**config.mk**
```make
export PLATFORM = sky130hd
export DESIGN_NAME = esf_framer
export DESIGN_NICKNAME = d
export VERILOG_FILES = /design/src/include/esf_pkg.sv /design/src/rtl/esf_framer.sv
export SDC_FILE = /design/constraint.sdc
export NUM_CORES = 2
export LEC_CHECK = 0
export BUFFER_PORTS_ARGS = -buffer_cell sky130_fd_sc_hd__buf_2
export CAP_MARGIN = 30
export CORE_MARGIN = 8
export CORE_UTILIZATION = 25
export CTS_CLUSTER_SIZE = 20
export DETAILED_ROUTE_END_ITERATION = 8
export GPL_ROUTABILITY_DRIVEN = 0
export PLACE_DENSITY = 0.47
export SETUP_SLACK_MARGIN = 0.1
export SLEW_MARGIN = 10
export SYNTH_ARGS = -nofsm -noshare
export SYNTH_HDL_FRONTEND = slang
export SYNTH_SLANG_ARGS = --single-unit
```
**constraint.sdc**
```tcl
create_clock -name clock_i -period 8.75 [get_ports clock_i]
set_input_delay 2.1875 -clock clock_i [delete_from_list [all_inputs] [get_ports clock_i]]
set_output_delay 2.1875 -clock clock_i [all_outputs]
set_load 0.05 [all_outputs]
```
**src/include/esf_pkg.sv**
```systemverilog
// shared constants and types for the fast-scan packet framer
package esf_pkg;
    // register byte offsets
    localparam logic [7:0] CTRL_OFS   = 8'h00;
    localparam logic [7:0] RATE_OFS   = 8'h04;
    localparam logic [7:0] BAUD_OFS   = 8'h08;
    localparam logic [7:0] STATUS_OFS = 8'h0C;
    localparam logic [7:0] CONF_OFS   = 8'h10;
    // control field positions
    localparam int CTRL_RUN_BIT  = 0;
    localparam int CTRL_MODE_LSB = 8;
    localparam int CTRL_MODE_W   = 8;
    // status field positions
    localparam int ST_ACTIVE_BIT = 0;
    localparam int ST_FMT_BIT    = 1;
    localparam int ST_LEGACY_BIT = 2;
    localparam int ST_COUNT_LSB  = 16;
    // reset values
    localparam logic [31:0] CTRL_RST = 32'h0000_0000;
    localparam logic [15:0] RATE_RST = 16'h0FA0;
    localparam logic [23:0] BAUD_RST = 24'h01_C200;
    // packet layout
    localparam logic [3:0] FIRST_SYNC_NIBBLE  = 4'hA;
    localparam logic [3:0] SECOND_SYNC_NIBBLE = 4'h5;
    localparam int HEAD_BYTES    = 4;
    localparam int ULTRA_CABINS  = 32;
    localparam int ULTRA_CBYTES  = 4;
    localparam int DENSE_CABINS  = 40;
    localparam int DENSE_CBYTES  = 2;
    localparam int ANGLE_W       = 15;
    localparam logic [14:0] ANGLE_LIMIT = 15'h5A00; // 360 * 64
    // bandwidth test: dense fits when rate * 21 <= baud and baud fits in 21 bits (2.1 byte, 10 bit)
    localparam logic [4:0] DENSE_BITS_X10 = 5'h15;
    localparam int FIFO_DEPTH = 8;

    typedef enum logic {
        FMT_ULTRA,
        FMT_DENSE
    } esf_format_type;

    typedef struct packed {
        logic        valid;
        logic [15:0] distance_mm;
        logic [11:0] major;
        logic [9:0]  first_predicted_sample;
        logic [9:0]  second_predicted_sample;
    } esf_sample_type;

    typedef struct packed {
        logic [14:0] reference_angle_fixed;
        logic        new_scan;
    } esf_angle_type;
endpackage : esf_pkg

```
**src/rtl/esf_framer.sv**
```systemverilog
// fast-scan packet framer with its sample fifo and avalon register slave
//
// Local design decisions: the placing of the registers and the Avalon-MM interface to the registers.
`timescale 1ns/10ps

module esf_fifo #(
    parameter int WIDTH = 8,
    parameter int DEPTH = 8
) (
    input  wire logic             clock_i,
    input  wire logic             reset_i,
    input  wire logic             in_valid_i,
    output logic                  in_ready_o,
    input  wire logic [WIDTH-1:0] in_data_i,
    output logic                  out_valid_o,
    input  wire logic             out_ready_i,
    output logic      [WIDTH-1:0] out_data_o
);
    localparam int AW = $clog2(DEPTH);
    initial begin
        if (DEPTH < 2 || (1 << AW) != DEPTH)
            $error("fifo depth must be a power of two");
    end
    logic [WIDTH-1:0] mem_q [DEPTH];
    logic [AW:0]      wr_q;
    logic [AW:0]      rd_q;
    logic             push;
    logic             pop;

    assign in_ready_o  = (wr_q - rd_q) != (AW+1)'(DEPTH);
    assign out_valid_o = wr_q != rd_q;
    assign out_data_o  = mem_q[rd_q[AW-1:0]];
    assign push        = in_valid_i && in_ready_o;
    assign pop         = out_valid_o && out_ready_i;

    always_ff @(posedge clock_i) begin
        if (push)
            mem_q[wr_q[AW-1:0]] <= in_data_i;
    end
    always_ff @(posedge clock_i) begin
        if (reset_i) begin
            wr_q <= '0;
            rd_q <= '0;
        end else begin
            if (push)
                wr_q <= wr_q + 1'b1;
            if (pop)
                rd_q <= rd_q + 1'b1;
        end
    end
endmodule : esf_fifo

module esf_framer (
    input  wire logic                    clock_i,
    input  wire logic                    reset_i,
    // avalon-mm slave
    input  wire logic [7:0]              avs_address_i,
    input  wire logic                    avs_read_i,
    input  wire logic                    avs_write_i,
    input  wire logic [31:0]             avs_writedata_i,
    output logic      [31:0]             avs_readdata_o,
    output logic                         avs_waitrequest_o,
    // measurement stream
    input  wire logic                    sample_valid_i,
    output logic                         sample_ready_o,
    input  wire esf_pkg::esf_sample_type sample_i,
    // angle source, same clock
    input  wire esf_pkg::esf_angle_type  angle_i,
    // byte stream toward the uart
    output logic                         tx_valid_o,
    input  wire logic                    tx_ready_i,
    output logic      [7:0]              tx_data_o
);
    localparam int SW = $bits(esf_pkg::esf_sample_type);

    typedef enum {
        ST_IDLE,
        ST_COLLECT,
        ST_SEND
    } esf_state_type;

    function automatic logic [7:0] byte_of(input logic [31:0] w,
                                           input logic [1:0]  lane);
        byte_of = w[lane*8 +: 8];
    endfunction : byte_of

    function automatic logic [7:0] xor_word(input logic [31:0] w);
        xor_word = w[7:0] ^ w[15:8] ^ w[23:16] ^ w[31:24];
    endfunction : xor_word

    // registers
    logic [31:0]            ctrl_q;
    logic [15:0]            rate_q;
    logic [23:0]            baud_q;
    logic [15:0]            pkt_count_q;
    logic                   legacy_q;
    logic                   ack_q;
    logic [31:0]            rdata_q;
    // framer state
    esf_state_type          state_q;
    esf_pkg::esf_format_type fmt_q;
    esf_pkg::esf_format_type fmt_pick;
    logic [31:0]            cabin_q [esf_pkg::DENSE_CABINS];
    logic [5:0]             cnt_q;
    logic [7:0]             chk_q;
    logic [14:0]            angle_q;
    logic                   s_q;
    logic                   scan_pend_q;
    logic [7:0]             idx_q;
    logic [7:0]             out_idx_q;
    logic                   out_valid_q;
    logic [7:0]             out_data_q;
    // fifo side
    esf_pkg::esf_sample_type fifo_data;
    logic                   fifo_valid;
    logic                   fifo_pop;
    logic [31:0]            cabin_word;
    logic [5:0]             n_cabins;
    logic [7:0]             n_bytes;
    logic [7:0]             body_idx;
    logic [7:0]             next_byte;
    logic                   load;
    logic                   run;
    logic [7:0]             mode;
    logic [14:0]            angle_lim;
    logic [20:0]            need_bw;

    esf_fifo #(
        .WIDTH (SW),
        .DEPTH (esf_pkg::FIFO_DEPTH)
    ) u_fifo (
        .clock_i     (clock_i),
        .reset_i     (reset_i),
        .in_valid_i  (sample_valid_i),
        .in_ready_o  (sample_ready_o),
        .in_data_i   (sample_i),
        .out_valid_o (fifo_valid),
        .out_ready_i (fifo_pop),
        .out_data_o  (fifo_data)
    );

    assign run  = ctrl_q[esf_pkg::CTRL_RUN_BIT];
    assign mode = ctrl_q[esf_pkg::CTRL_MODE_LSB +: esf_pkg::CTRL_MODE_W];

    // dense packs 2.1 byte per sample, so it wins only when the link holds
    assign need_bw  = 21'(rate_q * esf_pkg::DENSE_BITS_X10);
    assign fmt_pick = (need_bw <= {3'h0, baud_q[20:0]} && baud_q[23:21] == 3'h0)
                    ? esf_pkg::FMT_DENSE : esf_pkg::FMT_ULTRA;

    // ---------------- avalon slave: answer one cycle after the request
    assign avs_waitrequest_o = (avs_read_i || avs_write_i) && !ack_q;
    assign avs_readdata_o    = rdata_q;

    always_ff @(posedge clock_i) begin
        if (reset_i)
            ack_q <= 1'b0;
        else
            ack_q <= (avs_read_i || avs_write_i) && !ack_q;
    end

    always_ff @(posedge clock_i) begin
        if (reset_i) begin
            ctrl_q <= esf_pkg::CTRL_RST;
            rate_q <= esf_pkg::RATE_RST;
            baud_q <= esf_pkg::BAUD_RST;
        end else if (avs_write_i && ack_q) begin
            case (avs_address_i)
                esf_pkg::CTRL_OFS: ctrl_q <= avs_writedata_i;
                esf_pkg::RATE_OFS: rate_q <= avs_writedata_i[15:0];
                esf_pkg::BAUD_OFS: baud_q <= avs_writedata_i[23:0];
                default: ;
            endcase
        end
    end

    always_ff @(posedge clock_i) begin
        if (reset_i) begin
            rdata_q <= 32'h0000_0000;
        end else if (avs_read_i && !ack_q) begin
            case (avs_address_i)
                esf_pkg::CTRL_OFS:   rdata_q <= ctrl_q;
                esf_pkg::RATE_OFS:   rdata_q <= {16'h0000, rate_q};
                esf_pkg::BAUD_OFS:   rdata_q <= {8'h00, baud_q};
                esf_pkg::STATUS_OFS: begin
                    rdata_q <= 32'h0000_0000;
                    rdata_q[esf_pkg::ST_ACTIVE_BIT] <= state_q != ST_IDLE;
                    rdata_q[esf_pkg::ST_FMT_BIT]    <= fmt_q;
                    rdata_q[esf_pkg::ST_LEGACY_BIT] <= legacy_q;
                    rdata_q[esf_pkg::ST_COUNT_LSB +: 16] <= pkt_count_q;
                end
                esf_pkg::CONF_OFS:   rdata_q <= {31'h0, fmt_pick};
                default:             rdata_q <= 32'h0000_0000;
            endcase
        end
    end

    // ---------------- cabin encoding
    always_comb begin
        cabin_word = 32'h0000_0000;
        if (fmt_q == esf_pkg::FMT_ULTRA) begin
            cabin_word = {fifo_data.second_predicted_sample,
                          fifo_data.first_predicted_sample,
                          fifo_data.major};
        end else if (fifo_data.valid) begin
            cabin_word = {16'h0000, fifo_data.distance_mm};
        end
    end

    assign n_cabins = (fmt_q == esf_pkg::FMT_ULTRA)
                    ? 6'(esf_pkg::ULTRA_CABINS)
                    : 6'(esf_pkg::DENSE_CABINS);
    assign n_bytes  = (fmt_q == esf_pkg::FMT_ULTRA)
                    ? 8'(esf_pkg::HEAD_BYTES
                         + esf_pkg::ULTRA_CABINS * esf_pkg::ULTRA_CBYTES)
                    : 8'(esf_pkg::HEAD_BYTES
                         + esf_pkg::DENSE_CABINS * esf_pkg::DENSE_CBYTES);
    assign fifo_pop = state_q == ST_COLLECT && fifo_valid;
    assign angle_lim = (angle_i.reference_angle_fixed >= esf_pkg::ANGLE_LIMIT)
                     ? angle_i.reference_angle_fixed - esf_pkg::ANGLE_LIMIT
                     : angle_i.reference_angle_fixed;

    // ---------------- sequencer
    always_ff @(posedge clock_i) begin
        if (reset_i) begin
            state_q  <= ST_IDLE;
            fmt_q    <= esf_pkg::FMT_ULTRA;
            legacy_q <= 1'b0;
        end else begin
            case (state_q)
                ST_IDLE: begin
                    // the legacy five-byte format is not served here
                    legacy_q <= run && mode == 8'h00;
                    if (run && mode != 8'h00) begin
                        state_q <= ST_COLLECT;
                        fmt_q   <= fmt_pick;
                    end
                end
                ST_COLLECT: begin
                    if (fifo_pop && cnt_q == n_cabins - 6'h01)
                        state_q <= ST_SEND;
                end
                ST_SEND: begin
                    if (load && idx_q == n_bytes - 8'h01) begin
                        state_q <= run ? ST_COLLECT : ST_IDLE;
                        fmt_q   <= fmt_pick;
                    end
                end
                default: state_q <= ST_IDLE;
            endcase
        end
    end

    // ---------------- cabin store and checksum
    always_ff @(posedge clock_i) begin
        if (fifo_pop)
            cabin_q[cnt_q] <= cabin_word;
    end

    always_ff @(posedge clock_i) begin
        if (reset_i) begin
            cnt_q   <= 6'h00;
            chk_q   <= 8'h00;
            angle_q <= 15'h0000;
            s_q     <= 1'b0;
        end else if (fifo_pop) begin
            if (cnt_q == 6'h00) begin
                // angle bytes count, sync bytes never do
                angle_q <= angle_lim;
                s_q     <= scan_pend_q || angle_i.new_scan;
                chk_q   <= xor_word(cabin_word) ^ angle_lim[7:0]
                         ^ {scan_pend_q || angle_i.new_scan,
                            angle_lim[14:8]};
            end else begin
                chk_q <= chk_q ^ xor_word(cabin_word);
            end
            cnt_q <= (cnt_q == n_cabins - 6'h01) ? 6'h00 : cnt_q + 6'h01;
        end
    end

    // a rotation mark between packets is held for the next one; a mark in the first-pop cycle goes straight into s_q and clears
    always_ff @(posedge clock_i) begin
        if (reset_i)
            scan_pend_q <= 1'b0;
        else if (state_q == ST_IDLE)
            scan_pend_q <= 1'b1;
        else if (angle_i.new_scan && !(fifo_pop && cnt_q == 6'h00))
            scan_pend_q <= 1'b1;
        else if (fifo_pop && cnt_q == 6'h00)
            scan_pend_q <= 1'b0;
    end

    // ---------------- byte emitter
    assign load     = state_q == ST_SEND && (!out_valid_q || tx_ready_i);
    assign body_idx = idx_q - 8'(esf_pkg::HEAD_BYTES);

    always_comb begin
        next_byte = 8'h00;
        case (idx_q)
            8'h00: next_byte = {esf_pkg::FIRST_SYNC_NIBBLE, chk_q[3:0]};
            8'h01: next_byte = {esf_pkg::SECOND_SYNC_NIBBLE, chk_q[7:4]};
            8'h02: next_byte = angle_q[7:0];
            8'h03: next_byte = {s_q, angle_q[14:8]};
            default: begin
                if (fmt_q == esf_pkg::FMT_ULTRA)
                    next_byte = byte_of(cabin_q[body_idx[7:2]], body_idx[1:0]);
                else
                    next_byte = byte_of(cabin_q[body_idx[6:1]],
                                        {1'b0, body_idx[0]});
            end
        endcase
    end

    always_ff @(posedge clock_i) begin
        if (reset_i) begin
            out_valid_q <= 1'b0;
            out_data_q  <= 8'h00;
            out_idx_q   <= 8'h00;
            idx_q       <= 8'h00;
            pkt_count_q <= 16'h0000;
        end else begin
            if (load) begin
                out_valid_q <= 1'b1;
                out_data_q  <= next_byte;
                out_idx_q   <= idx_q;
                idx_q <= (idx_q == n_bytes - 8'h01) ? 8'h00 : idx_q + 8'h01;
                if (idx_q == n_bytes - 8'h01)
                    pkt_count_q <= pkt_count_q + 16'h0001;
            end else if (tx_ready_i) begin
                out_valid_q <= 1'b0;
            end
        end
    end

    assign tx_valid_o = out_valid_q;
    assign tx_data_o  = out_data_q;
endmodule : esf_framer

```
==> summary.json <==
{
  "route.antenna.remaining_nets": {"value": 0},
  "global_route.overflow_total": {"value": 0},
  "final.period_utilization": {"value": 64.52, "unit": "%"},
  "globalRouteTotalUtil": {"value": 13.45, "unit": "%"},
  "vias": {"value": 42156},
  "run_status": {"value": "finished clean"},
  "synth_compound_area_share": {"value": 2.798, "unit": "%"},
  "root_buffer": {"value": "sky130_fd_sc_hd__clkbuf_16"},
  "worst_clock_skew": {"value": 0.07216, "unit": "ns"},
  "power.ir.vdd_worst": {"value": 0.0002123, "unit": "V"},
  "final_common_cell": {"value": "sky130_fd_sc_hd__edfxtp_1"},
  "leakage": {"value": 27.93, "unit": "nW"},
  "total_clock_buffers_created_by_cts": {"value": 201},
  "report.final.hold_viol_count": {"value": 0},
  "syn_to_final_growth": {"value": 16.63, "unit": "%"},
  "synth-async-reset-ratio": {"value": 0, "unit": "%"},
  "syn_area_per_cell": {"value": 18.86, "unit": "µm²"},
  "holdBufCountCts": {"value": 0},
  "seq_area_frac_synth": {"value": 67.86, "unit": "%"},
  "cpPeakStageDelay": {"value": 0.67, "unit": "ns"},
  "cts_setup_buffers": {"value": 0},
  "report.final.setup_viol": {"value": 0},
  "basic_gate_share_of_the_synthesized_area_counting_and_or_nand_and_nor_cells": {"value": 3.814, "unit": "%"},
  "synth.net_count": {"value": 4418},
  "fin_area": {"value": 92630, "unit": "µm²"},
  "wire_per_inst": {"value": 26.36, "unit": "µm"},
  "initial_standard_cell_utilization_of_the_core": {"value": 25.05, "unit": "%"},
  "port_buffers": {"value": 153},
  "criticalPathCategory": {"value": "reg -> reg"},
  "critical_path_depth": {"value": 22},
  "hpwl": {"value": 131100, "unit": "µm"},
  "clock_path_buffers": {"value": 3},
  "final_layout_size_suffix_gt1_share": {"value": 30.17, "unit": "%"},
  "critPathMostFrequentCell": {"value": "sky130_fd_sc_hd__ha_1"},
  "design.core.area": {"value": 317000, "unit": "µm²"},
  "syn_area": {"value": 79420, "unit": "µm²"},
  "initialDrtViolationCount": {"value": 3695},
  "path_buf_inv": {"value": 1},
  "drt_pass1_iterations": {"value": 7},
  "power_per_cell_area": {"value": 200.4, "unit": "nW/µm²"},
  "die_area": {"value": 336000, "unit": "µm²"},
  "post_synthesis_xor_xnor_area_fraction": {"value": 1.021, "unit": "%"},
  "placement_setup_slack": {"value": 3.169, "unit": "ns"},
  "grt_pass1_wl": {"value": 332300, "unit": "µm"},
  "cap_violations": {"value": 0},
  "rsz0062_at_grt": {"value": "false"},
  "critical_path_required": {"value": 9.49, "unit": "ns"},
  "post-route-drc-count": {"value": 0},
  "yosysWarningCount": {"value": 0},
  "grt_pass1_vias": {"value": 43904},
  "worstPathMaxFanout": {"value": 5},
  "synth-main-ff-cell": {"value": "sky130_fd_sc_hd__edfxtp_1"},
  "tritoncts_num_sinks": {"value": 1856},
  "grt_max_degree": {"value": 113},
  "std_cell_rows": {"value": 207},
  "clock_latency_late_sink": {"value": 0.86, "unit": "ns"},
  "muxShareOfSynthArea": {"value": 20.90, "unit": "%"},
  "timing.critical_path.max_delay_family": {"value": "compound AO/OA/AOI/OAI gates"},
  "worst_hold_path.num_cells": {"value": 2},
  "yosys.area_share.adder": {"value": 1.623, "unit": "%"},
  "cts_repair_resize_count": {"value": 0},
  "worst_slew_pin_slew": {"value": 1.008, "unit": "ns"},
  "holdCritPathClass": {"value": "reg -> reg"},
  "layout.cells.most_common_list": {"value": "1672 x sky130_fd_sc_hd__edfxtp_1, 698 x sky130_fd_sc_hd__mux4_2, 283 x sky130_fd_sc_hd__nand2_1"},
  "ioPinCount": {"value": 154},
  "final_period_demand_of_the_worst_path": {"value": 5.646, "unit": "ns"},
  "worstRegToRegCells": {"value": 22},
  "fillerInstances": {"value": 31146},
  "synth.ff_latch_count": {"value": 1856},
  "hold_ws": {"value": 0.4473, "unit": "ns"},
  "initial_antenna_violation_count": {"value": 18},
  "postSynthCellCount": {"value": 4210},
  "clock.fmax": {"value": 0.1771, "unit": "GHz"},
  "main_combinational_cell_family_by_area_after_synthesis": {"value": "multiplexers"},
  "viasPerCell": {"value": 4.788},
  "worstPathCellList": {"value": "ha_1 > ha_1 > ha_1 > ha_1 > inv_1 > o21bai_1 > a21o_1 > a2111oi_0 > o31ai_1 > o22a_1 > a21o_1 > a21oi_1 > xnor2_1 > ha_1 > nor2b_1 > o21ai_0 > nand2b_1 > a211oi_1 > nand2_1 > a2111oi_0 > o21ai_0 > a21oi_1"},
  "worst_setup_path_end_kind": {"value": "flop"},
  "synth.distinct_cells": {"value": 69},
  "die_w": {"value": 579.6, "unit": "µm"},
  "drt_wl_total": {"value": 232100, "unit": "µm"},
  "fin_ws": {"value": 3.104, "unit": "ns"},
  "crit_slowest_cell": {"value": "sky130_fd_sc_hd__a2111oi_0"},
  "max_transition_margin": {"value": 32.78, "unit": "%"},
  "synth_enable_flop_cells": {"value": 1672},
  "clock_tree.htree_level_count": {"value": 4},
  "critical_path_arrival": {"value": 6.39, "unit": "ns"},
  "setup.worst_path.start_class": {"value": "flop"},
  "clk_transition_reported_paths": {"value": 0.06, "unit": "ns"},
  "post_route_setup_tns": {"value": 0, "unit": "ns"},
  "placed_area": {"value": 86020, "unit": "µm²"},
  "final_nets": {"value": 4658},
  "maxSlewViolCount": {"value": 0},
  "cts_tree": {"value": "done"},
  "chipHeight": {"value": 579.6, "unit": "µm"}
}
==> per-stage QoR <==
step                total power [mW]  util [%]  std cells
floorplan                      10.18         -       4210
global placement               10.43     27.12       8416
detailed placement             10.45     27.13       8420
CTS                            18.78     29.17       8794
global route                   19.14     29.22       8802
finish                         18.56     29.22       8804
==> Yosys cell counts, drive strengths merged, types with 14 or more instances <==
master / count / share of area (%)
nand4: 22 / 0.17
a22oi: 23 / 0.22
xnor2: 58 / 0.66
o22ai: 23 / 0.18
a2111oi: 14 / 0.15
a21o: 14 / 0.13
nand2b: 14 / 0.11
ha: 87 / 1.4
a21oi: 157 / 0.99
nor2: 185 / 0.87
a211oi: 15 / 0.14
dfxtp: 184 / 4.6
xor2: 32 / 0.36
nor3: 42 / 0.27
nor2b: 17 / 0.13
inv: 77 / 0.36
nand2: 284 / 1.3
mux4: 698 / 20
mux2i: 80 / 1.0
nand3: 46 / 0.29
buf: 143 / 1.1
edfxtp: 1672 / 63
o21ai: 57 / 0.36
clkbuf: 119 / 0.56
==> worst register-to-register path: stages (launching register included) <==
cell                        delay, ns
sky130_fd_sc_hd__dfxtp_1         0.42
sky130_fd_sc_hd__ha_1            0.26
sky130_fd_sc_hd__ha_1            0.30
sky130_fd_sc_hd__ha_1            0.28
sky130_fd_sc_hd__ha_1            0.32
sky130_fd_sc_hd__inv_1           0.09
sky130_fd_sc_hd__o21bai_1        0.07
sky130_fd_sc_hd__a21o_1          0.22
sky130_fd_sc_hd__a2111oi_0       0.67
sky130_fd_sc_hd__o31ai_1         0.21
sky130_fd_sc_hd__o22a_1          0.26
sky130_fd_sc_hd__a21o_1          0.18
sky130_fd_sc_hd__a21oi_1         0.16
sky130_fd_sc_hd__xnor2_1         0.17
sky130_fd_sc_hd__ha_1            0.28
sky130_fd_sc_hd__nor2b_1         0.13
sky130_fd_sc_hd__o21ai_0         0.14
sky130_fd_sc_hd__nand2b_1        0.09
sky130_fd_sc_hd__a211oi_1        0.31
sky130_fd_sc_hd__nand2_1         0.09
sky130_fd_sc_hd__a2111oi_0       0.58
sky130_fd_sc_hd__o21ai_0         0.18
sky130_fd_sc_hd__a21oi_1         0.15
==> layer usage <==
| metal | track usage [%] | part of all wire [%] |
|---|---|---|
| met5 | 0 | 0.023 |
| met4 | 2.832 | 1.8 |
| met3 | 2.000 | 5.0 |
| met2 | 22.89 | 49 |
| met1 | 18.26 | 44 |
==> layout make-up <==
class,instances,area [µm²],area share [%]
flip-flops and latches,1856,53920,58.21
multi-input cells,2014,24640,26.61
clock buffers,257,5323,5.746
well taps,4180,5230,5.646
repair buffers,299,2083,2.249
clock inverters,117,1129,1.218
inverters,78,292.8,0.3161
diodes,3,7.507,0.008105
==> flip-flops by register name, indices dropped and copies added (netlist names), named ones only <==
signal	count
ack_q	1
angle_q	15
u_fifo.wr_q	4
scan_pend_q	1
legacy_q	1
ctrl_q	32
chk_q	8
u_fifo.rd_q	4
tx_valid_o	1
rate_q	16
u_fifo.mem_q	392
avs_readdata_o	32
baud_q	24
s_q	1
idx_q	8
cabin_q	1280
pkt_count_q	16
tx_data_o	8
cnt_q	6
state_q	2
fmt_q	1
==> logic make-up after synthesis <==
logic type / count (synthesis)
DFF: 1856
muxes: 785
and+or+nand+nor: 678
AOI/OAI and AO/OA: 364
buffers and inverters: 340
adders and majority gates: 97
xor gates and xnor gates: 90
==> power breakdown <==
group / leakage, nW / switching [mW] / internal (mW)
logic: 8.24 / 0.368 / 0.116
registers: 16.5 / 0.0121 / 9.76
clock network: 3.14 / 3.61 / 4.70
==> path summary, 6_finish.rpt <==
kind                                    startpoint                  to  slack [ns]
worst min register to register  avs_readdata_o[15]  avs_readdata_o[15]        0.45
worst max-delay path                     rate_q[3]               fmt_q        3.10
worst max register to register           rate_q[3]               fmt_q        3.10
worst min-delay path            avs_readdata_o[15]  avs_readdata_o[15]        0.45
(Power assumes the default switching activity.)
